<file path="config.mk">
export PLATFORM = sky130hd
export DESIGN_NAME = timer_mode_capture_control
export DESIGN_NICKNAME = d
export VERILOG_FILES = /design/src/shared/timer_mode_pkg.sv /design/src/hw/sync_edge.sv /design/src/hw/timer_mode_capture_control.sv
export SDC_FILE = /design/constraint.sdc
export NUM_CORES = 1
export LEC_CHECK = 0
export CAP_MARGIN = 0
export CORE_ASPECT_RATIO = 0.8
export CORE_UTILIZATION = 58
export CTS_CLUSTER_DIAMETER = 150
export CTS_CLUSTER_SIZE = 30
export DETAILED_ROUTE_END_ITERATION = 16
export DONT_BUFFER_PORTS = 1
export GPL_TIMING_DRIVEN = 0
export PLACE_DENSITY = 0.77
export SYNTH_ARGS = -nofsm -noshare
export SYNTH_HDL_FRONTEND = slang
export SYNTH_SLANG_ARGS = --single-unit
</file>
<file path="constraint.sdc">
create_clock -name clk_i -period 3.5 [get_ports clk_i]
set_input_delay 0.7 -clock clk_i [delete_from_list [all_inputs] [get_ports clk_i]]
set_output_delay 0.7 -clock clk_i [all_outputs]
set_load 0.05 [all_outputs]
</file>
<file path="src/shared/timer_mode_pkg.sv">
// timer channel package: register offsets, field layout, reset values,
// mode encodings and the carrier struct for the mode setup fields.
// assumes a 32-bit classic wishbone register bus on one clock.
package timer_mode_pkg;

    // register byte offsets
    localparam logic [7:0] OFS_ENABLE  = 8'h00; // module enable
    localparam logic [7:0] OFS_RUN     = 8'h04; // run control
    localparam logic [7:0] OFS_MODE    = 8'h0C; // timer_mode_setup
    localparam logic [7:0] OFS_COUNTER = 8'h10; // up-counter, read only
    localparam logic [7:0] OFS_CMP_ONE = 8'h14; // compare_register_one
    localparam logic [7:0] OFS_CAP_ZER = 8'h18; // capture_register_zero
    localparam logic [7:0] OFS_CAP_ONE = 8'h1C; // capture_register_one

    // field positions
    localparam int ENABLE_BIT  = 7;  // channel_module_enable
    localparam int RUN_BIT     = 0;  // channel_run_control
    localparam int SW_CAP_BIT  = 5;  // software capture, reads one
    localparam int SPARE_BIT   = 6;  // plain r/w, write zero

    // reset values
    localparam logic [15:0] COUNTER_RST = 16'h0000;
    localparam logic [15:0] CMP_ONE_RST = 16'h0000;
    localparam logic [15:0] CAP_RST     = 16'h0000;

    // prescaler tap masks: a tap fires when the masked bits are all ones
    localparam logic [4:0] TAP_ONE_MASK     = 5'h01;
    localparam logic [4:0] TAP_FOUR_MASK    = 5'h07;
    localparam logic [4:0] TAP_SIXTEEN_MASK = 5'h1F;

    // highest channel that owns timer input pins
    localparam int LAST_PIN_CHANNEL = 6;

    // count clock sources
    typedef enum logic [1:0] {
        CLK_INPUT_A = 2'h0,
        CLK_TAP_ONE = 2'h1,
        CLK_TAP_FOUR = 2'h2,
        CLK_TAP_SIXTEEN = 2'h3
    } count_clock_t;

    // capture timing choices
    typedef enum logic [1:0] {
        CAP_OFF = 2'h0,
        CAP_A_RISE_B_RISE = 2'h1,
        CAP_A_RISE_A_FALL = 2'h2,
        CAP_MATCH_EDGES = 2'h3
    } capture_timing_t;

    // stored mode setup fields, bits 6..0 less the software capture bit
    typedef struct packed {
        logic            spare;
        capture_timing_t capture_timing_select;
        logic            counter_clear_control;
        count_clock_t    count_clock_select;
    } mode_fields_t;

    localparam mode_fields_t MODE_RST = '{
        spare: 1'b0,
        capture_timing_select: CAP_OFF,
        counter_clear_control: 1'b0,
        count_clock_select: CLK_INPUT_A
    };

endpackage

</file>
<file path="src/hw/sync_edge.sv">
// two-flop synchroniser with rise and fall pulse detection.
// assumes the input is asynchronous to clk_i; pulses last one cycle.
module sync_edge (
    // clock and reset
    input  wire logic clk_i,
    input  wire logic rst_i,
    // asynchronous level in
    input  wire logic async_i,
    // synchronised level and edge pulses
    output logic      level_o,
    output logic      rise_o,
    output logic      fall_o
);

    logic meta_r;  // first stage, read only by the second
    logic sync_r;  // second stage, safe level
    logic prev_r;  // delayed copy for edge detection

    // synchroniser chain and history flop
    always_ff @(posedge clk_i) begin
        if (rst_i) begin
            meta_r <= 1'b0;
            sync_r <= 1'b0;
            prev_r <= 1'b0;
        end else begin
            meta_r <= async_i;
            sync_r <= meta_r;
            prev_r <= sync_r;
        end
    end

    // one pulse per edge
    assign level_o = sync_r;
    assign rise_o  = sync_r & ~prev_r;
    assign fall_o  = ~sync_r & prev_r;

endmodule

</file>
<file path="src/hw/timer_mode_capture_control.sv">
// one channel of a 16-bit up-counting timer with mode control and capture.
// assumes a classic wishbone master on clk_i and asynchronous timer pins.
//
// The Wishbone register port and the address map were left to the implementer.
module timer_mode_capture_control #(
    parameter int CHANNEL = 0  // channel number 0..9
) (
    // clock and reset
    input  wire logic        clk_i,
    input  wire logic        rst_i,
    // wishbone slave
    input  wire logic        wb_cyc_i,
    input  wire logic        wb_stb_i,
    input  wire logic        wb_we_i,
    input  wire logic [7:0]  wb_adr_i,
    input  wire logic [3:0]  wb_sel_i,
    input  wire logic [31:0] wb_dat_i,
    output logic [31:0]      wb_dat_o,
    output logic             wb_ack_o,
    // timer pins and partner match outputs of channels 7, 8, 9
    input  wire logic        timer_input_a_i,
    input  wire logic        timer_input_b_i,
    input  wire logic [2:0]  partner_match_output_i,
    // own match output and counter state
    output logic             match_o,
    output logic [15:0]      counter_o
);

    // partner channel index by channel number
    localparam int PARTNER_IDX = (CHANNEL <= 1) ? 0 :
                                 (CHANNEL <= 4) ? 1 : 2;
    localparam bit HAS_PINS = (CHANNEL <= timer_mode_pkg::LAST_PIN_CHANNEL);

    // bus side state
    logic                        ack_r;       // one-cycle answer
    logic [31:0]                 rdata_r;     // registered read data
    logic                        enable_r;    // module enable bit
    logic                        run_r;       // run control bit
    timer_mode_pkg::mode_fields_t mode_r;     // mode setup fields
    logic [15:0]                 cmp_one_r;   // compare register one
    logic [15:0]                 cap_zero_r;  // capture register zero
    logic [15:0]                 cap_one_r;   // capture register one
    // counting state
    logic [15:0]                 counter_r;   // up-counter
    logic [15:0]                 counter_nxt; // next counter value
    logic [4:0]                  pre_r;       // prescaler
    logic                        match_r;     // registered match pulse
    // decoded helpers
    logic                        access;      // new bus request this cycle
    logic                        wr;          // write accepted now
    logic                        gated;       // register reachable
    logic                        sw_capture;  // software capture strobe
    logic                        tick;        // count clock event
    logic                        at_compare;  // counter equals compare one
    logic                        load_zero;   // hardware load of capture 0
    logic                        load_one;    // hardware load of capture 1
    // synchronised edges: index 0 input a, 1 input b, 2 partner match
    logic [2:0]                  raw_in;
    logic [2:0]                  rise;
    logic [2:0]                  fall;

    // edge source vector
    assign raw_in = {partner_match_output_i[PARTNER_IDX],
                     timer_input_b_i, timer_input_a_i};

    // one synchroniser per external source
    genvar gi;
    generate
        for (gi = 0; gi < 3; gi++) begin : g_sync
            sync_edge u_sync (
                .clk_i   (clk_i),
                .rst_i   (rst_i),
                .async_i (raw_in[gi]),
                .level_o (),
                .rise_o  (rise[gi]),
                .fall_o  (fall[gi])
            );
        end
    endgenerate

    // bus request decode; each request answered one cycle later
    assign access = wb_cyc_i & wb_stb_i & ~ack_r;
    assign wr     = access & wb_we_i;
    // other registers are dead while the module is disabled
    assign gated  = enable_r;
    // writing zero to the software capture bit takes a snapshot
    assign sw_capture = wr & gated & (wb_adr_i == timer_mode_pkg::OFS_MODE)
                        & wb_sel_i[0]
                        & ~wb_dat_i[timer_mode_pkg::SW_CAP_BIT];

    // ack generation: high for exactly one cycle per request
    always_ff @(posedge clk_i) begin
        if (rst_i) begin
            ack_r <= 1'b0;
        end else begin
            ack_r <= access;
        end
    end

    // module enable register, always reachable
    always_ff @(posedge clk_i) begin
        if (rst_i) begin
            enable_r <= 1'b0;
        end else if (wr && wb_adr_i == timer_mode_pkg::OFS_ENABLE
                     && wb_sel_i[0]) begin
            enable_r <= wb_dat_i[timer_mode_pkg::ENABLE_BIT];
        end
    end

    // run control register
    always_ff @(posedge clk_i) begin
        if (rst_i) begin
            run_r <= 1'b0;
        end else if (wr && gated && wb_adr_i == timer_mode_pkg::OFS_RUN
                     && wb_sel_i[0]) begin
            run_r <= wb_dat_i[timer_mode_pkg::RUN_BIT];
        end
    end

    // mode setup fields; bit 5 is a strobe and is not stored
    always_ff @(posedge clk_i) begin
        if (rst_i) begin
            mode_r <= timer_mode_pkg::MODE_RST;
        end else if (wr && gated && wb_adr_i == timer_mode_pkg::OFS_MODE
                     && wb_sel_i[0]) begin
            mode_r <= timer_mode_pkg::mode_fields_t'({wb_dat_i[6],
                                                      wb_dat_i[4:0]});
        end
    end

    // compare register one, byte lanes 0 and 1
    always_ff @(posedge clk_i) begin
        if (rst_i) begin
            cmp_one_r <= timer_mode_pkg::CMP_ONE_RST;
        end else if (wr && gated
                     && wb_adr_i == timer_mode_pkg::OFS_CMP_ONE) begin
            if (wb_sel_i[0]) begin
                cmp_one_r[7:0] <= wb_dat_i[7:0];
            end
            if (wb_sel_i[1]) begin
                cmp_one_r[15:8] <= wb_dat_i[15:8];
            end
        end
    end

    // read mux, registered so data stands with ack
    always_ff @(posedge clk_i) begin
        if (rst_i) begin
            rdata_r <= 32'h0000_0000;
        end else if (access) begin
            rdata_r <= 32'h0000_0000;
            if (wb_adr_i == timer_mode_pkg::OFS_ENABLE) begin
                rdata_r[timer_mode_pkg::ENABLE_BIT] <= enable_r;
            end else if (gated) begin
                case (wb_adr_i)
                    timer_mode_pkg::OFS_RUN: begin
                        rdata_r[timer_mode_pkg::RUN_BIT] <= run_r;
                    end
                    timer_mode_pkg::OFS_MODE: begin
                        rdata_r[4:0] <= mode_r[4:0];
                        rdata_r[timer_mode_pkg::SPARE_BIT] <= mode_r.spare;
                        rdata_r[timer_mode_pkg::SW_CAP_BIT] <= 1'b1;
                    end
                    timer_mode_pkg::OFS_COUNTER: begin
                        rdata_r[15:0] <= counter_r;
                    end
                    timer_mode_pkg::OFS_CMP_ONE: begin
                        rdata_r[15:0] <= cmp_one_r;
                    end
                    timer_mode_pkg::OFS_CAP_ZER: begin
                        rdata_r[15:0] <= cap_zero_r;
                    end
                    timer_mode_pkg::OFS_CAP_ONE: begin
                        rdata_r[15:0] <= cap_one_r;
                    end
                    default: begin
                        // unmapped offsets read as zero
                        rdata_r <= 32'h0000_0000;
                    end
                endcase
            end
        end
    end

    // prescaler runs only while the channel runs
    always_ff @(posedge clk_i) begin
        if (rst_i || !run_r) begin
            pre_r <= 5'h00;
        end else if (gated) begin
            pre_r <= pre_r + 5'h01;
        end
    end

    // count clock selection
    always_comb begin
        case (mode_r.count_clock_select)
            timer_mode_pkg::CLK_INPUT_A: begin
                // pin source absent on channels without pins
                tick = HAS_PINS & rise[0];
            end
            timer_mode_pkg::CLK_TAP_ONE: begin
                tick = (pre_r & timer_mode_pkg::TAP_ONE_MASK)
                       == timer_mode_pkg::TAP_ONE_MASK;
            end
            timer_mode_pkg::CLK_TAP_FOUR: begin
                tick = (pre_r & timer_mode_pkg::TAP_FOUR_MASK)
                       == timer_mode_pkg::TAP_FOUR_MASK;
            end
            timer_mode_pkg::CLK_TAP_SIXTEEN: begin
                tick = (pre_r & timer_mode_pkg::TAP_SIXTEEN_MASK)
                       == timer_mode_pkg::TAP_SIXTEEN_MASK;
            end
            default: begin
                tick = 1'b0;
            end
        endcase
    end

    // next counter value: clear on match only when enabled to
    assign at_compare = (counter_r == cmp_one_r);
    always_comb begin
        counter_nxt = counter_r;
        if (tick) begin
            if (mode_r.counter_clear_control && at_compare) begin
                counter_nxt = timer_mode_pkg::COUNTER_RST;
            end else begin
                counter_nxt = counter_r + 16'h0001;
            end
        end
    end

    // up-counter: stop and clear when not running, frozen when disabled
    always_ff @(posedge clk_i) begin
        if (rst_i || !run_r) begin
            counter_r <= timer_mode_pkg::COUNTER_RST;
        end else if (gated) begin
            counter_r <= counter_nxt;
        end
    end

    // match pulse when a count event finds the compare value
    always_ff @(posedge clk_i) begin
        if (rst_i) begin
            match_r <= 1'b0;
        end else begin
            match_r <= gated & run_r & tick & at_compare;
        end
    end

    // hardware capture event decode
    always_comb begin
        load_zero = 1'b0;
        load_one  = 1'b0;
        case (mode_r.capture_timing_select)
            timer_mode_pkg::CAP_OFF: begin
                load_zero = 1'b0;
                load_one  = 1'b0;
            end
            timer_mode_pkg::CAP_A_RISE_B_RISE: begin
                load_zero = HAS_PINS & rise[0];
                load_one  = HAS_PINS & rise[1];
            end
            timer_mode_pkg::CAP_A_RISE_A_FALL: begin
                load_zero = HAS_PINS & rise[0];
                load_one  = HAS_PINS & fall[0];
            end
            timer_mode_pkg::CAP_MATCH_EDGES: begin
                load_zero = rise[2];
                load_one  = fall[2];
            end
            default: begin
                load_zero = 1'b0;
                load_one  = 1'b0;
            end
        endcase
    end

    // capture register zero: hardware edge or software strobe
    always_ff @(posedge clk_i) begin
        if (rst_i) begin
            cap_zero_r <= timer_mode_pkg::CAP_RST;
        end else if ((gated && load_zero) || sw_capture) begin
            cap_zero_r <= counter_r;
        end
    end

    // capture register one: hardware edge only
    always_ff @(posedge clk_i) begin
        if (rst_i) begin
            cap_one_r <= timer_mode_pkg::CAP_RST;
        end else if (gated && load_one) begin
            cap_one_r <= counter_r;
        end
    end

    // outputs
    assign wb_ack_o  = ack_r;
    assign wb_dat_o  = rdata_r;
    assign match_o   = match_r;
    assign counter_o = counter_r;

endmodule

</file>
==> results.md <==
* Cells after Synth at 501
* Post-synthesis adder-cell area fraction at 2.04%
* Xor and xnor area share after synthesis at 5.53%
* Min cycle time layout at 2.62 ns
* Asr flop ratio synth at 0%
* # DRC at 0
* Layout Nets at 589
* # hold bufs at CTS at 0
* Area grow syn2layout at 7.89%
* Top cell type's share of synthesized area at 42.4%
* Slew headroom at 38.4%
* Worst setup margin at 0.882 ns
* Remaining antenna violation count at 0
* Seq/Total Area, Yosys at 42.4%
* CTS tree: built
* Antenna cells at 0
* DR WL/cell at 18.2 um
* Largest family of logic cells by synthesized area: simple AND/OR/NAND/NOR gates
* Arrival @ worst endpoint at 2.88 ns
* Part of the cycle the worst path needs at 74.8%
* Sw Ratio at 23.9%
* Number of port buffers at 0
* Design Power at 0.00206 W
* Worst Setup Start Kind: flip-flop
* Netlist cell types at 54
* Htree depth at 3
* Comb pwr share at 5.5%
* IO Pins at 104
* Setup Buffers After CTS at 0
* Fill count at 659
* Switch Pwr at 0.000492 W
* Count of final setup violators at 0
* CTS Buf Count at 9
* Vias per Instance at 5.96
* Die Ht at 84.3 um
* Pre-CTS setup slack at 0.834 ns
* Clock Path Buffers at 2
* Mean post-synth cell area at 9.81 um^2
* Crit-path max cell delay at 0.68 ns
* Worst-margin pin slew at 0.916 ns
* Die ar. at 8850 um^2
* Yosys reg bits at 104
* Post-synth EDFFs at 0
* Max capacitance violation total at 0
* Post-Syn Area at 4910 um^2
* Yosys top cell by area: dfxtp_1
* CP Class: reg -> reg
* Most used DFF post-synth: dfxtp_1
* Fin. Hold Viols at 0
* Final setup TNS at 0 ns
* DRT Wirelength at 11.7 mm
* Synth Area in Compound Gates at 8.17%
* Power Density at 388 nW/um^2
* Share of layout cells above drive strength 1 at 12.4%
* Reg clk slew, reported paths at 0.09 ns
* Vias at 3814
* RSZ-0062 raised after global routing: false
* Mux contribution to synthesized area at 17.3%
* Clock Tree Root: clkbuf_8
* # rows at 29
* Cell leakage power at 2.05 nW
* GP Congestion at 0.915
* Total GRT Usage at 27.1%
* DR iter-0 viols at 260
* Overflow after GRT at 0
* # resized after CTS at 0
* P_int at 0.00157 W
* Worst Path Required at 3.76 ns
* Run status: complete, no violations
* Largest net degree at the start of global routing at 17
* Hold/Removal Path Class: reg -> reg
* Core outline area at 8060 um^2
* Final HPWL DP at 8.67 mm
* Synth area leaders: dfxtp_1 42%, mux2i_1 14%, nor2_1 6.7%, xor2_1 5.2%, mux4_2 3.7%
* Hold path depth at 1
* Clock Power Share at 36.7%
* Die width at 105 um
* Post-synthesis simple-gate area fraction at 18.2%
* Yosys warns at 0
* Worst VDD drop at 0.000227 V
* First-pass GRT wire length at 18.7 mm
* Slowest stage cell, crit path: dfxtp_1
* Fin. max-slew vios at 0
* Router iterations before antenna repair at 5
* Vias in the first global route at 3679
* CTS Sinks at 104
* Crit end category: flip-flop
* Initial Util at 61.0%
* Share of power burned in registers at 57.9%
* CP Cell Sequence: clkbuf_1, xor2_1, nor4_1, nand3_1, o21bai_2, buf_2, nor2_1
* Reg2Reg Depth at 7
* Initial antenna violation count at 0
* Worst-skew pair later-pin latency at 0.37 ns
* F_max at 382 MHz
* Final Skew at 0.00554 ns
* Crit-path max FO at 10
layer usage:
| metal | vias up | global-route usage (%) | wire length, um |
|---|---|---|---|
| li1 | 1778 | - | - |
| met1 | 1829 | 36.0 | 5180 |
| met2 | 182 | 42.0 | 5140 |
| met3 | 25 | 7.76 | 1120 |
| met4 | 0 | 10.2 | 204 |
| met5 | - | 0 | 0 |
per-stage QoR:
stage | cells | utilization (%) | hold WS [ns] | cell area [um^2]
after floorplan | 516 | - | 0.414 | 4970
after global placement | 624 | 63.4 | 0.416 | 5100
after detailed placement | 624 | 63.4 | 0.425 | 5100
after CTS | 640 | 65.8 | 0.444 | 5300
after global routing | 640 | 65.8 | 0.465 | 5300
final | 640 | 65.8 | 0.445 | 5300
cell usage after synthesis (2+ instances only):
cell	count
nand3_1	14
and4_1	2
xnor2_1	2
ha_1	8
o21ai_0	7
buf_4	17
buf_1	3
a22oi_1	5
buf_6	2
a32o_1	7
xor2_1	29
and2_1	2
buf_2	8
nand4_1	13
nor4_1	5
o22ai_1	5
a21oi_1	13
nor2_1	88
clkbuf_1	14
mux4_2	8
inv_1	4
nand3b_1	3
mux2i_1	67
or3_1	2
nor3_1	2
nor2_2	2
nand2_1	15
a22o_1	8
nor2b_1	10
dfxtp_1	104
and3_1	8
nand2b_1	2
cells by family after synthesis:
| kind of cell | Yosys count |
|---|---|
| AND/OR/NAND/NOR | 178 |
| adder cells (fa/ha/maj) | 8 |
| buffers and inverters | 52 |
| other | 1 |
| multiplexers | 75 |
| AO/OA/AOI/OAI | 52 |
| flip-flops | 104 |
| XOR/XNOR | 31 |
power groups by stage:
stage / Combinational (W) / Clock (W) / Sequential (W)
after global placement: 0.000110 / 0 / 0.00122
after detailed placement: 0.000111 / 0 / 0.00122
final: 0.000112 / 0.000755 / 0.00119
after CTS: 0.000111 / 0.000761 / 0.00119
after global routing: 0.000118 / 0.000804 / 0.00119
after floorplan: 0.0000950 / 0 / 0.00122
sequential cells by signal, indices dropped and copies added, names as in the netlist, 3 cells and up:
name,flops
cap_one_r,16
cap_zero_r,16
cmp_one_r,16
counter_o,16
wb_dat_o,16
mode_r,6
pre_r,5
g_sync.u_sync.level_o,3
g_sync.u_sync.meta_r,3
g_sync.u_sync.prev_r,3
layout by cell type, fill, tap and decap left out, types with 8 or more instances in the layout:
cell        n
mux4_2      8
nand4_1    13
conb_1     16
nand2_1    15
buf_2       8
clkbuf_8   10
clkbuf_1   14
buf_4      17
a22o_1      8
nor2b_1    10
nor2_1     88
dfxtp_1   104
ha_1        8
mux2i_1    67
xor2_1     29
and3_1      8
nand3_1    14
a21oi_1    13
path summary, 6_finish.rpt:
kind / start / to / slack [ns]
setup / recovery: counter_o[1]$_SDFFE_PP0P_ / counter_o[9]$_SDFFE_PP0P_ / 0.88
setup reg to reg: counter_o[1]$_SDFFE_PP0P_ / counter_o[9]$_SDFFE_PP0P_ / 0.88
hold reg to reg: g_sync[0].u_sync.meta_r$_SDFF_PP0_ / g_sync[0].u_sync.level_o$_SDFF_PP0_ / 0.44
hold / removal: g_sync[0].u_sync.meta_r$_SDFF_PP0_ / g_sync[0].u_sync.level_o$_SDFF_PP0_ / 0.44
cell type report:
class / count / area (um^2) / area share, %
multi-input cells: 360 / 2580 / 48.7
flip-flops and latches: 104 / 2080 / 39.3
plain buffers: 48 / 293 / 5.52
clock buffers: 10 / 138 / 2.60
well taps: 108 / 135 / 2.55
clock inverters: 6 / 58.8 / 1.11
inverters: 4 / 15.0 / 0.283
critical path, delay by kind of cell (launching register included):
kind | cells | cell delay (ns)
compound gates | 1 | 0.34
xor+xnor | 1 | 0.11
buf+inv | 2 | 0.72
flops | 1 | 0.68
simple gates | 3 | 0.66
Note: power is estimated with default switching activity, not from simulation.
